===== src/pieb_defs.vh =====
// register map, field positions and reset values of the peripheral interrupt enable bank
`ifndef PIEB_DEFS_VH
`define PIEB_DEFS_VH

`define PIEB_ADR_W        8
`define PIEB_OFS_EN1      8'h00
`define PIEB_OFS_EN2      8'h04
`define PIEB_OFS_EN3      8'h08
`define PIEB_OFS_EN4      8'h0c
`define PIEB_OFS_EN5      8'h10
`define PIEB_OFS_STAT     8'h14
`define PIEB_OFS_CLR      8'h18
`define PIEB_OFS_IRQEN    8'h1c
`define PIEB_OFS_CTRL     8'h20

`define PIEB_EN_RST       8'h00
`define PIEB_CTRL_RST     2'h0
`define PIEB_EV_RST       3'h0

`define PIEB_WMASK1       8'h7f
`define PIEB_WMASK2       8'hbf
`define PIEB_WMASK3       8'hcf
`define PIEB_WMASK4       8'hff
`define PIEB_WMASK5       8'hff
`define PIEB_WMASK4_SMALL 8'h3f
`define PIEB_WMASK5_SMALL 8'h17

`define PIEB_EN1_RX1      5
`define PIEB_EN1_TX1      4
`define PIEB_EN3_DISP     6
`define PIEB_EN3_RX2      5
`define PIEB_EN3_TX2      4

`define PIEB_CTRL_GLOBAL  0
`define PIEB_CTRL_PRIO    1

`define PIEB_EV_W         3
`define PIEB_EV_REQ_RISE  0
`define PIEB_EV_RO_WRITE  1
`define PIEB_EV_UNMAPPED  2

`endif


===== src/pieb_wb_slave.v =====
// classic wishbone handshake: one-wait-state ack and access strobes
`timescale 1ns/100ps
module pieb_wb_slave (
  input  wire i_clk,      // system clock
  input  wire i_rst,      // synchronous reset, active high
  input  wire i_cyc,      // bus cycle
  input  wire i_stb,      // strobe
  input  wire i_we,       // write enable
  output wire o_ack,      // acknowledge, one cycle
  output wire o_start,    // first cycle of an access
  output wire o_wr        // write commit, same edge as ack
);

  reg  ack_ff;
  wire nxt_ack;

  // ack one cycle after the request, dropped the cycle after
  assign nxt_ack = i_cyc & i_stb & ~ack_ff;

  always @(posedge i_clk) begin
    if (i_rst) begin
      ack_ff <= 1'b0;
    end else begin
      ack_ff <= nxt_ack;
    end
  end

  assign o_ack   = ack_ff;
  assign o_start = nxt_ack;
  assign o_wr    = ack_ff & i_cyc & i_stb & i_we;

endmodule // pieb_wb_slave


===== src/pieb_top.v =====
// peripheral interrupt enable bank with wishbone registers and summary interrupt
//
// Design decisions made here: the register offsets and the Wishbone interface to the registers.
`timescale 1ns/100ps
`include "pieb_defs.vh"

// Operation
// (RULE1) first register: bit7 unused, bits6..0 sources
// (RULE2) second register: osc fail down to timer3 gate
// (RULE3) third register: timer5 gate down to real-time clock
// (RULE4) fourth register: capture/compare channels ten to three
// (RULE5) fifth register: timer7 gate down to timer4 match
// (RULE6) enable one passes source, zero blocks it
// (RULE7) unused bits always read zero
// (RULE8) serial2 rx/tx enables read-only, reset zero
// (RULE9) display enable only in type-B multiplexed mode
// (RULE10) small variant lacks channel ten, nine enables
// (RULE11) small variant lacks four timer enables
// (RULE12) without priority scheme, global enable also required
// (RULE13) software clears event flags itself
// (RULE14) serial flags drop on buffer read/write
// (RULE15) request is OR of flag AND enable
// (RULE16) writes to unimplemented positions are ignored
module pieb_top #(
  parameter SMALL_VARIANT = 0                 // 1: 32 Kbyte program memory part
) (
  input  wire        I_CLK,                   // system clock, 10 MHz
  input  wire        I_SYS_RST,               // synchronous reset, active high
  input  wire        I_WB_CYC,                // wishbone cycle
  input  wire        I_WB_STB,                // wishbone strobe
  input  wire        I_WB_WE,                 // wishbone write enable
  input  wire [7:0]  I_WB_ADR,                // wishbone byte address
  input  wire [3:0]  I_WB_SEL,                // wishbone byte selects
  input  wire [31:0] I_WB_DAT,                // wishbone write data
  output wire [31:0] O_WB_DAT,                // wishbone read data
  output wire        O_WB_ACK,                // wishbone acknowledge
  input  wire [7:0]  I_FLAG1,                 // flag register 1 contents
  input  wire [7:0]  I_FLAG2,                 // flag register 2 contents
  input  wire [7:0]  I_FLAG3,                 // flag register 3 contents
  input  wire [7:0]  I_FLAG4,                 // flag register 4 contents
  input  wire [7:0]  I_FLAG5,                 // flag register 5 contents
  input  wire [1:0]  I_RX_BUF_RD,             // serial rx buffer read pulse, [1]=port2
  input  wire [1:0]  I_TX_BUF_WR,             // serial tx buffer write pulse, [1]=port2
  input  wire        I_DISP_TYPE_B,           // display runs second waveform type
  input  wire        I_DISP_NONSTATIC,        // display in multiplexed drive
  output wire [7:0]  O_GATED1,                // flag and enable, register 1
  output wire [7:0]  O_GATED2,                // flag and enable, register 2
  output wire [7:0]  O_GATED3,                // flag and enable, register 3
  output wire [7:0]  O_GATED4,                // flag and enable, register 4
  output wire [7:0]  O_GATED5,                // flag and enable, register 5
  output wire        O_PERIPH_REQ,            // peripheral request to core
  output wire        O_IRQ                    // summary interrupt, level
);

  ////////////////////////////////////////////////////////////////////////////////
  // write masks per register

  function [7:0] wmask;
    input [7:0] ofs;
    input       is_small;
    begin
      case (ofs)
        `PIEB_OFS_EN1: wmask = `PIEB_WMASK1;                           // RULE1
        `PIEB_OFS_EN2: wmask = `PIEB_WMASK2;                           // RULE2
        `PIEB_OFS_EN3: wmask = `PIEB_WMASK3;                           // RULE8
        `PIEB_OFS_EN4: wmask = is_small ? `PIEB_WMASK4_SMALL : `PIEB_WMASK4; // RULE10
        `PIEB_OFS_EN5: wmask = is_small ? `PIEB_WMASK5_SMALL : `PIEB_WMASK5; // RULE11
        default:       wmask = 8'h00;
      endcase
    end
  endfunction

  function is_mapped;
    input [7:0] ofs;
    begin
      case (ofs)
        `PIEB_OFS_EN1, `PIEB_OFS_EN2, `PIEB_OFS_EN3, `PIEB_OFS_EN4,
        `PIEB_OFS_EN5, `PIEB_OFS_STAT, `PIEB_OFS_CLR, `PIEB_OFS_IRQEN,
        `PIEB_OFS_CTRL: is_mapped = 1'b1;
        default:        is_mapped = 1'b0;
      endcase
    end
  endfunction

  ////////////////////////////////////////////////////////////////////////////////
  // bus handshake

  wire       start;
  wire       wr;
  wire [7:0] adr_w;
  wire [7:0] wdat;
  wire       lane0;
  wire [7:0] cur_mask;
  wire       small_sel;

  pieb_wb_slave u_wb (
    .i_clk   (I_CLK),
    .i_rst   (I_SYS_RST),
    .i_cyc   (I_WB_CYC),
    .i_stb   (I_WB_STB),
    .i_we    (I_WB_WE),
    .o_ack   (O_WB_ACK),
    .o_start (start),
    .o_wr    (wr)
  );

  assign small_sel = (SMALL_VARIANT != 0);
  assign adr_w     = {I_WB_ADR[7:2], 2'b00};
  assign wdat      = I_WB_DAT[7:0];
  assign lane0     = I_WB_SEL[0];
  assign cur_mask  = wmask(adr_w, small_sel);

  ////////////////////////////////////////////////////////////////////////////////
  // enable and control registers

  reg  [7:0] en1_ff;
  reg  [7:0] en2_ff;
  reg  [7:0] en3_ff;
  reg  [7:0] en4_ff;
  reg  [7:0] en5_ff;
  reg  [1:0] ctrl_ff;
  reg  [`PIEB_EV_W-1:0] irqen_ff;
  wire [7:0] wmerge;

  // only implemented, writable positions take write data
  assign wmerge = wdat & cur_mask; // RULE16

  always @(posedge I_CLK) begin
    if (I_SYS_RST) begin
      en1_ff   <= `PIEB_EN_RST;
      en2_ff   <= `PIEB_EN_RST;
      en3_ff   <= `PIEB_EN_RST; // RULE8
      en4_ff   <= `PIEB_EN_RST;
      en5_ff   <= `PIEB_EN_RST;
      ctrl_ff  <= `PIEB_CTRL_RST;
      irqen_ff <= `PIEB_EV_RST;
    end else if (wr && lane0) begin
      case (adr_w)
        `PIEB_OFS_EN1:   en1_ff   <= wmerge; // RULE1
        `PIEB_OFS_EN2:   en2_ff   <= wmerge; // RULE2
        `PIEB_OFS_EN3:   en3_ff   <= wmerge; // RULE3
        `PIEB_OFS_EN4:   en4_ff   <= wmerge; // RULE4
        `PIEB_OFS_EN5:   en5_ff   <= wmerge; // RULE5
        `PIEB_OFS_CTRL:  ctrl_ff  <= wdat[1:0];
        `PIEB_OFS_IRQEN: irqen_ff <= wdat[`PIEB_EV_W-1:0];
        default: begin
        end
      endcase
    end
  end

  ////////////////////////////////////////////////////////////////////////////////
  // gating of the peripheral flags

  reg  [7:0] flag1_eff;
  reg  [7:0] flag3_eff;
  wire [7:0] en3_eff;
  wire       disp_ok;
  wire       any_pend;
  wire       pass_global;

  // serial flags are buffer levels; drop them in the access cycle already
  always @* begin
    flag1_eff = I_FLAG1;
    flag3_eff = I_FLAG3;
    if (I_RX_BUF_RD[0]) begin
      flag1_eff[`PIEB_EN1_RX1] = 1'b0; // RULE14
    end
    if (I_TX_BUF_WR[0]) begin
      flag1_eff[`PIEB_EN1_TX1] = 1'b0; // RULE14
    end
    if (I_RX_BUF_RD[1]) begin
      flag3_eff[`PIEB_EN3_RX2] = 1'b0; // RULE14
    end
    if (I_TX_BUF_WR[1]) begin
      flag3_eff[`PIEB_EN3_TX2] = 1'b0; // RULE14
    end
  end

  assign disp_ok = I_DISP_TYPE_B & I_DISP_NONSTATIC; // RULE9
  assign en3_eff = {en3_ff[7], en3_ff[6] & disp_ok, en3_ff[5:0]}; // RULE9

  // event flags are held outside; this bank never clears them (RULE13)
  assign O_GATED1 = flag1_eff & en1_ff; // RULE6
  assign O_GATED2 = I_FLAG2   & en2_ff; // RULE6
  assign O_GATED3 = flag3_eff & en3_eff; // RULE6
  assign O_GATED4 = I_FLAG4   & en4_ff; // RULE6
  assign O_GATED5 = I_FLAG5   & en5_ff; // RULE6

  assign any_pend = |{O_GATED1, O_GATED2, O_GATED3, O_GATED4, O_GATED5}; // RULE15
  // with the priority scheme on, the global gate lives in the core logic
  assign pass_global  = ctrl_ff[`PIEB_CTRL_PRIO] | ctrl_ff[`PIEB_CTRL_GLOBAL]; // RULE12
  assign O_PERIPH_REQ = any_pend & pass_global; // RULE12

  ////////////////////////////////////////////////////////////////////////////////
  // sticky status and summary interrupt

  reg  [`PIEB_EV_W-1:0] stat_ff;
  reg                   req_d_ff;
  reg  [`PIEB_EV_W-1:0] ev;
  reg  [`PIEB_EV_W-1:0] clr;
  wire [`PIEB_EV_W-1:0] nxt_stat;

  always @* begin
    ev  = {`PIEB_EV_W{1'b0}};
    clr = {`PIEB_EV_W{1'b0}};
    ev[`PIEB_EV_REQ_RISE] = O_PERIPH_REQ & ~req_d_ff;
    // flags an enable-register write whose data touched a read-only or unused position
    ev[`PIEB_EV_RO_WRITE] = wr & lane0 & ((wdat & ~cur_mask) != 8'h00) &
                            (adr_w <= `PIEB_OFS_EN5); // RULE16
    ev[`PIEB_EV_UNMAPPED] = start & ~is_mapped(adr_w);
    if (wr && lane0 && adr_w == `PIEB_OFS_CLR) begin
      clr = wdat[`PIEB_EV_W-1:0];
    end
  end

  // a new event beats a clear in the same cycle
  assign nxt_stat = (stat_ff & ~clr) | ev;

  always @(posedge I_CLK) begin
    if (I_SYS_RST) begin
      stat_ff  <= `PIEB_EV_RST;
      req_d_ff <= 1'b0;
    end else begin
      stat_ff  <= nxt_stat;
      req_d_ff <= O_PERIPH_REQ;
    end
  end

  assign O_IRQ = |(stat_ff & irqen_ff);

  ////////////////////////////////////////////////////////////////////////////////
  // read data, captured in the request cycle and held with ack

  reg  [7:0]  rsel;
  reg  [31:0] rdat_ff;

  always @* begin
    case (adr_w)
      `PIEB_OFS_EN1:   rsel = en1_ff; // RULE7
      `PIEB_OFS_EN2:   rsel = en2_ff; // RULE7
      `PIEB_OFS_EN3:   rsel = en3_ff;
      `PIEB_OFS_EN4:   rsel = en4_ff;
      `PIEB_OFS_EN5:   rsel = en5_ff;
      `PIEB_OFS_STAT:  rsel = {{(8-`PIEB_EV_W){1'b0}}, stat_ff};
      `PIEB_OFS_IRQEN: rsel = {{(8-`PIEB_EV_W){1'b0}}, irqen_ff};
      `PIEB_OFS_CTRL:  rsel = {6'h00, ctrl_ff};
      default:         rsel = 8'h00;
    endcase
  end

  always @(posedge I_CLK) begin
    if (I_SYS_RST) begin
      rdat_ff <= 32'h0000_0000;
    end else if (start) begin
      rdat_ff <= {24'h00_0000, rsel};
    end
  end

  assign O_WB_DAT = rdat_ff;

endmodule // pieb_top


===== config.mk =====
export PLATFORM = sky130hd
export DESIGN_NAME = pieb_top
export DESIGN_NICKNAME = d
export VERILOG_FILES = /design/src/pieb_wb_slave.v /design/src/pieb_top.v
export VERILOG_INCLUDE_DIRS = /design/src
export SDC_FILE = /design/constraint.sdc
export NUM_CORES = 1
export LEC_CHECK = 0
export BUFFER_PORTS_ARGS = -buffer_cell sky130_fd_sc_hd__buf_4
export CAP_MARGIN = 20
export CORE_ASPECT_RATIO = 1.2
export CORE_MARGIN = 2
export CORE_UTILIZATION = 49
export CTS_CLUSTER_DIAMETER = 120
export DETAILED_ROUTE_END_ITERATION = 16
export PLACE_DENSITY = 0.85
export SLEW_MARGIN = 10
export SYNTH_ARGS = -nofsm -noshare
export SYNTH_HDL_FRONTEND = slang
export SYNTH_HIERARCHICAL = 1
export SYNTH_SLANG_ARGS = --single-unit

===== constraint.sdc =====
create_clock -name I_CLK -period 3.6 [get_ports I_CLK]
set_input_delay 0.72 -clock I_CLK [delete_from_list [all_inputs] [get_ports I_CLK]]
set_output_delay 0.72 -clock I_CLK [all_outputs]
set_load 0.005 [all_outputs]

==> metrics, run 1 <==
Reg2Reg Setup Slack=1.36 ns; clk slew on worst S/H paths=0.07 ns; RSZ-0062 raised after global routing=false; Final GP Congestion=0.8977; input/output buffers=116; filler instances=542; Worst R2R Start=u_wb/o_ack; ANT cells=0; Tot GR Track Use=0.2639; Worst path max stage delay=0.47 ns; dpl cells=593; Main synth FF type=dfxtp_1; layout cells sized above 1=0.2767; Rows=32; Compound-Gate Fraction of Synth Area=0.1623; crit end category=primary output; number of flops mapped to enable cells by yosys=0; CTS tree=done; mux contribution to synthesized area=0.08814; status=finished clean; Seq cells post-synth=58; H-tree depth=3; largest net degree at the start of global routing=60; worst hold path class=flop to flop; worst flop-to-flop path endpoint=en4_ff[4]; I/O pin count=170; worst path cell trace=buf_4, a222oi_1, or4b_1, nor2_1, a31oi_1, buf_4; DRC violations left=0; DIE HEIGHT=94.20 microns; DR WL/cell=15.98 microns; multi-input logic area=1941 sq um; commonest non-fill, non-tap cells in the layout=buf_4, nor2_1, dfxtp_1; Netlist Area Pre-Place=3322 sq um; ranking of synthesized cells by area=dfxtp_1, nor2_1, and2_1, mux2i_1, buf_4; area share of xor/xnor cells in the synthesized design=0; Final Setup Violations=0; largest family of logic cells by synthesized area=simple AND/OR/NAND/NOR gates; vias in the first global route=3,062; total grt overflow=0; core area=6486 sq um; pwr/cell area=318.2 nW/um^2; post-route clock period utilization=0.8167; Num CTS Buffers=9; area of the die=7457 sq um; post_cts resized=0; Crit path arrival time=2.22 ns; Num Clock Sinks=58; Post-Syn Instances=413; initial antenna violation count=0; post-synth top area share=0.3495; Die Width=79.17 microns; Worst Hold End=O_WB_DAT[7]; Setup TNS=0 ns; Final HPWL DP=7489 microns; clock root buffer=clkbuf_8; Initial Utilization=0.5122; Simple-Gate Fraction of Synth Area=0.3066; register area share after synthesis=0.3495; FFs w/ async S/R, synth=0; Final Hold Vio Count=0; CP most frequent cell=buf_4; syn_area_per_cell=8.043 sq um; clk buf depth=2; global-route wire length before repair=15,000 microns; Fin Clk Skew=0.01090 ns; Leak=1.895 nW; post-route ant nets=0; nets=614; hold depth=2; relative slew slack=0.5843; cells on worst reg2reg path=5; Slew @ Worst Pin=0.6216 ns; First-pass DRT Iterations=8; HP Start=O_WB_DAT[7]; Post-Layout Cell Count=609; Reg area=1161 sq um; Vias/cell=5.658; largest area contributor in the netlist=dfxtp_1; fin crit period=2.940 ns; Peak Freq=340.1 MHz; adder-cell share of the synthesized area=0; library cells used by synthesis=50; number of max-cap violations=0; commonest non-fill, non-tap cell in the layout=buf_4; P&R area growth vs syn=29.79%; Routed WL=9731 microns; Initial DRC Count=298; setup bufs post-CTS=0; Slew Limit Fails=0; Synth Warn #=6; CP max-delay cell=or4b_1; CP required=2.88 ns; Worst-Skew Late Latency=0.35 ns; Worst Setup Start Kind=input pin; VDD IR max=0.0002192 V; critical path class=input pin to primary output; critical path peak fanout=3; via count=3,446; cts-stage hold buffer count=0
==> worst max path at each step <==
stage                     startpoint      endpoint  cells after the start
final                     I_FLAG5[3]  O_PERIPH_REQ                      6
after global placement    I_FLAG1[7]  O_PERIPH_REQ                      6
after detailed placement  I_FLAG5[3]  O_PERIPH_REQ                      6
after CTS                 I_FLAG5[3]  O_PERIPH_REQ                      6
after global routing      I_FLAG1[7]  O_PERIPH_REQ                      6
after floorplan           I_FLAG1[7]  O_PERIPH_REQ                      4
==> registers in the layout, indices dropped and copies added (netlist names) <==
register    flops
O_WB_DAT        8
en1_ff          8
en2_ff          8
en3_ff          8
en4_ff          8
en5_ff          8
irqen_ff        3
stat_ff         3
ctrl_ff         2
req_d_ff        1
u_wb/o_ack      1
==> metrics by stage <==
stage	worst slack (ns)	utilization	cell area, sq um	power [mW]	hold slack (ns)
floorplan	1.059	-	3408	0.7316	0.4487
global placement	0.7137	0.6346	4116	0.7837	0.4377
detailed placement	0.6735	0.6346	4116	0.7869	0.4459
CTS	0.6746	0.6647	4312	1.375	0.4614
global route	0.5464	0.6647	4312	1.417	0.4946
finish	0.6600	0.6647	4312	1.372	0.4548
==> critical path, delay by kind of cell <==
kind / cells / cell delay [ns]
compound gates: 2 / 0.46
buf+inv: 2 / 0.27
simple gates: 2 / 0.78
==> synth_stat cells (6+ instances only) <==
library cell and count:
nor2_1 77, dfxtp_1 58, and2_1 35, a21oi_1 34, buf_4 24, mux2i_1 21
nand2_1 18, nand3_1 14, a22oi_1 12, buf_2 11, o21ai_0 11, inv_1 10
nand4_1 10, clkbuf_1 8, and3b_1 7, a222oi_1 6
==> cells by family after synthesis <==
kind of cell	count (synthesis)
compound gates	84
mux	27
buf+inv	54
flops	58
simple gates	189
other cells	1
==> final cells by class <==
cell class              count  share of cell area
clock inverters             5             0.01248
inverters                  10            0.008706
flip-flops and latches     58              0.2693
well taps                  85             0.02467
clock buffers              11             0.03279
multi-input cells         324              0.4501
repair buffers            116              0.2020
==> power breakdown <==
part           internal, mW  switching (mW)  total, mW
combinational        0.0608          0.0702      0.131
clock                 0.336           0.261      0.597
sequential            0.643         0.00107      0.644
==> layer usage <==
layer / GRT usage / up-vias / routed length [microns] / part of all wire
li1: - / 1635 / - / -
met1: 0.3190 / 1592 / 3616 / 0.37
met2: 0.4386 / 185 / 4934 / 0.51
met3: 0.04038 / 34 / 766 / 0.079
met4: 0.1595 / 0 / 414 / 0.043
met5: 0 / - / 0 / 0
No activity file was read; power rests on OpenSTA's default activity.
==> run 2, diff against run 1 <==
--- a/config.mk
+++ b/config.mk
@@ -10,10 +10,10 @@
 export CAP_MARGIN = 20
 export CORE_ASPECT_RATIO = 1.2
 export CORE_MARGIN = 2
-export CORE_UTILIZATION = 49
+export CORE_UTILIZATION = 41
 export CTS_CLUSTER_DIAMETER = 120
 export DETAILED_ROUTE_END_ITERATION = 16
-export PLACE_DENSITY = 0.85
+export PLACE_DENSITY = 0.76
 export SLEW_MARGIN = 10
 export SYNTH_ARGS = -nofsm -noshare
 export SYNTH_HDL_FRONTEND = slang
==> constraint.sdc (replaced) <==
create_clock -name I_CLK -period 2.65 [get_ports I_CLK]
set_input_delay 0.53 -clock I_CLK [delete_from_list [all_inputs] [get_ports I_CLK]]
set_output_delay 0.53 -clock I_CLK [all_outputs]
set_load 0.005 [all_outputs]
==> metrics, run 2 (synthesis results as in run 1) <==
initial antenna violation count=0 (unchanged); ANT cells=0 (unchanged); Peak Freq=389.2 MHz; Max Used Layer=met4 (unchanged); clk slew on worst S/H paths=0.07 ns (about the same); CTS tree=done (unchanged); Worst Hold End=en5_ff[3] (was O_WB_DAT[7]); Tot GR Track Use=0.2226 (was 0.2639); P&R area growth vs syn=31.00% (was 29.79%); Rows=35 (was 32); Worst R2R Start=en1_ff[7] (was u_wb/o_ack); Slew @ Worst Pin=0.5680 ns (was 0.6216 ns); Num CTS Buffers=9 (unchanged); net load switching power=426.4 uW (was 332.5 uW); Post-Layout Cell Count=624 (was 609); cts-stage hold buffer count=0 (unchanged); cells on worst reg2reg path=6 (was 5); Fin Clk Skew=0.007476 ns (was 0.01090 ns); combinational power share=0.103 (was 0.096); Setup TNS=0 ns (unchanged); Metal-1 WL=3875 microns (was 3616 microns); post-route ant nets=0 (unchanged); critical path class=flop to primary output (was input pin to primary output); Leak=1.917 nW (was 1.895 nW); clock root buffer=clkbuf_8 (unchanged); Final Hold Vio Count=0 (unchanged); Sw Share=0.2445 (was 0.2424); commonest non-fill, non-tap cell in the layout=buf_4 (unchanged); DIE HEIGHT=102.6 microns (was 94.20 microns); Crit path arrival time=2.04 ns (was 2.22 ns); Reg2Reg Setup Slack=0.72 ns (was 1.36 ns); DRC violations left=0 (unchanged); H-tree depth=3 (unchanged); CP required=2.12 ns (was 2.88 ns); worst flop-to-flop path endpoint=stat_ff[0] (was en4_ff[4]); Slew Limit Fails=0 (unchanged); critical path peak fanout=3 (unchanged); wire length on met3=778 microns (was 766 microns); Final GP Congestion=0.9546 (was 0.8977); internal power=1.318 mW (was 1.039 mW); status=finished clean (unchanged); Vias/cell=5.439 (was 5.658); VDD IR max=0.0001939 V (was 0.0002192 V); crit end category=primary output (unchanged); area of the die=8841 sq um (was 7457 sq um); fin crit period=2.569 ns; dpl cells=608 (was 593); number of max-cap violations=0 (unchanged); Final Setup Violations=0 (unchanged); First-pass DRT Iterations=5 (was 8); HP Start=I_WB_DAT[3] (was O_WB_DAT[7]); DR WL met2=5117 microns (was 4934 microns); Die Width=86.17 microns (was 79.17 microns); commonest non-fill, non-tap cells in the layout=buf_4, nor2_1, dfxtp_1 (unchanged); Initial Utilization=0.4286 (was 0.5122); Routed WL=9978 microns (was 9731 microns); pwr/cell area=400.7 nW/um^2 (was 318.2 nW/um^2); clk buf depth=2 (unchanged); hold depth=3 (was 2); Final HPWL DP=7727 microns (was 7489 microns); nets=622 (was 614); Hold Worst Slack=0.4407 ns (was 0.4548 ns); filler instances=717 (was 542); I/O pin count=170 (unchanged); DR WL/cell=15.99 microns (was 15.98 microns); Num Clock Sinks=58 (unchanged); layout cells sized above 1=0.2857 (was 0.2767); vias in the first global route=3,065 (was 3,062); post-layout util=0.5614 (was 0.6647); Reg power frac=0.502 (was 0.469); input/output buffers=116 (unchanged); post-route clock period utilization=0.9695; Initial DRC Count=266 (was 298); worst hold path class=input pin to flop (was flop to flop); Worst Setup Start Kind=flop (was input pin); clock power share=0.395 (was 0.435); core area=7751 sq um (was 6486 sq um); largest net degree at the start of global routing=60 (unchanged); Worst-Skew Late Latency=0.34 ns (was 0.35 ns); via count=3,394 (was 3,446); total grt overflow=0 (unchanged); relative slew slack=0.6214 (was 0.5843); global-route wire length before repair=15,160 microns (was 15,000 microns); RSZ-0062 raised after global routing=false (unchanged)
run 2: cell count changes in the layout (fill, tap and decap cells not counted):
cell / change
buf_4: +8
clkinv_4: -1
clkbuf_1: +2
nor2_2: +1
bufinv_16: -1
nor2_1: -1
run 2: layout make-up:
type / count / area [sq um] / share of cell area
well taps: 92 / 115.1 / 0.02645
inverters: 10 / 37.54 / 0.008626
repair buffers: 124 / 930.9 / 0.2139
multi-input cells: 324 / 1943 / 0.4465
flip-flops and latches: 58 / 1161 / 0.2668
clock buffers: 13 / 148.9 / 0.03422
clock inverters: 3 / 15.01 / 0.003450
run 2: critical path, cell delays in order (launching register included):
cell and delay, ns:
dfxtp_1 0.34, and2_1 0.16, or4_1 0.57, nor4b_2 0.36
a31oi_1 0.12, buf_4 0.16
run 2: how the worst max path moves through the flow:
stage,startpoint,to,slack [ns],cells after the start
after floorplan,I_FLAG1[7],O_PERIPH_REQ,0.49,4
after global placement,I_FLAG1[7],O_PERIPH_REQ,0.12,6
after detailed placement,I_FLAG1[7],O_PERIPH_REQ,0.12,6
after CTS,en1_ff[7],O_PERIPH_REQ,0.07,5
after global routing,en1_ff[7],O_PERIPH_REQ,0.03,5
final,en1_ff[7],O_PERIPH_REQ,0.08,5
run 2: power groups by stage:
| stage | Sequential, mW | Clock [mW] | Combinational [mW] |
|---|---|---|---|
| after floorplan | 0.894 | 0 | 0.100 |
| after global placement | 0.894 | 0 | 0.173 |
| after detailed placement | 0.894 | 0 | 0.176 |
| after CTS | 0.875 | 0.697 | 0.177 |
| after global routing | 0.875 | 0.738 | 0.195 |
| final | 0.875 | 0.689 | 0.180 |
run 2: per-stage QoR:
step                cell area (sq um)  total power [mW]  setup slack (ns)
floorplan                        3408            0.9939            0.4885
global placement                 4185             1.067            0.1170
finish                           4352             1.744           0.08089
global route                     4352             1.807           0.02655
detailed placement               4185             1.071            0.1244
CTS                              4349             1.748           0.06691
run 2: repair_timing:
action,CTS,global route
setup endpoints to repair,0,1
setup buffers,0,0
resized for setup,0,1
run 2: per-layer routing:
metal | GRT usage | vias up
li1 | - | 1644
met3 | 0.03763 | 21
met5 | 0 | -
met1 | 0.2651 | 1550
met2 | 0.3965 | 179
met4 | 0.09375 | 0
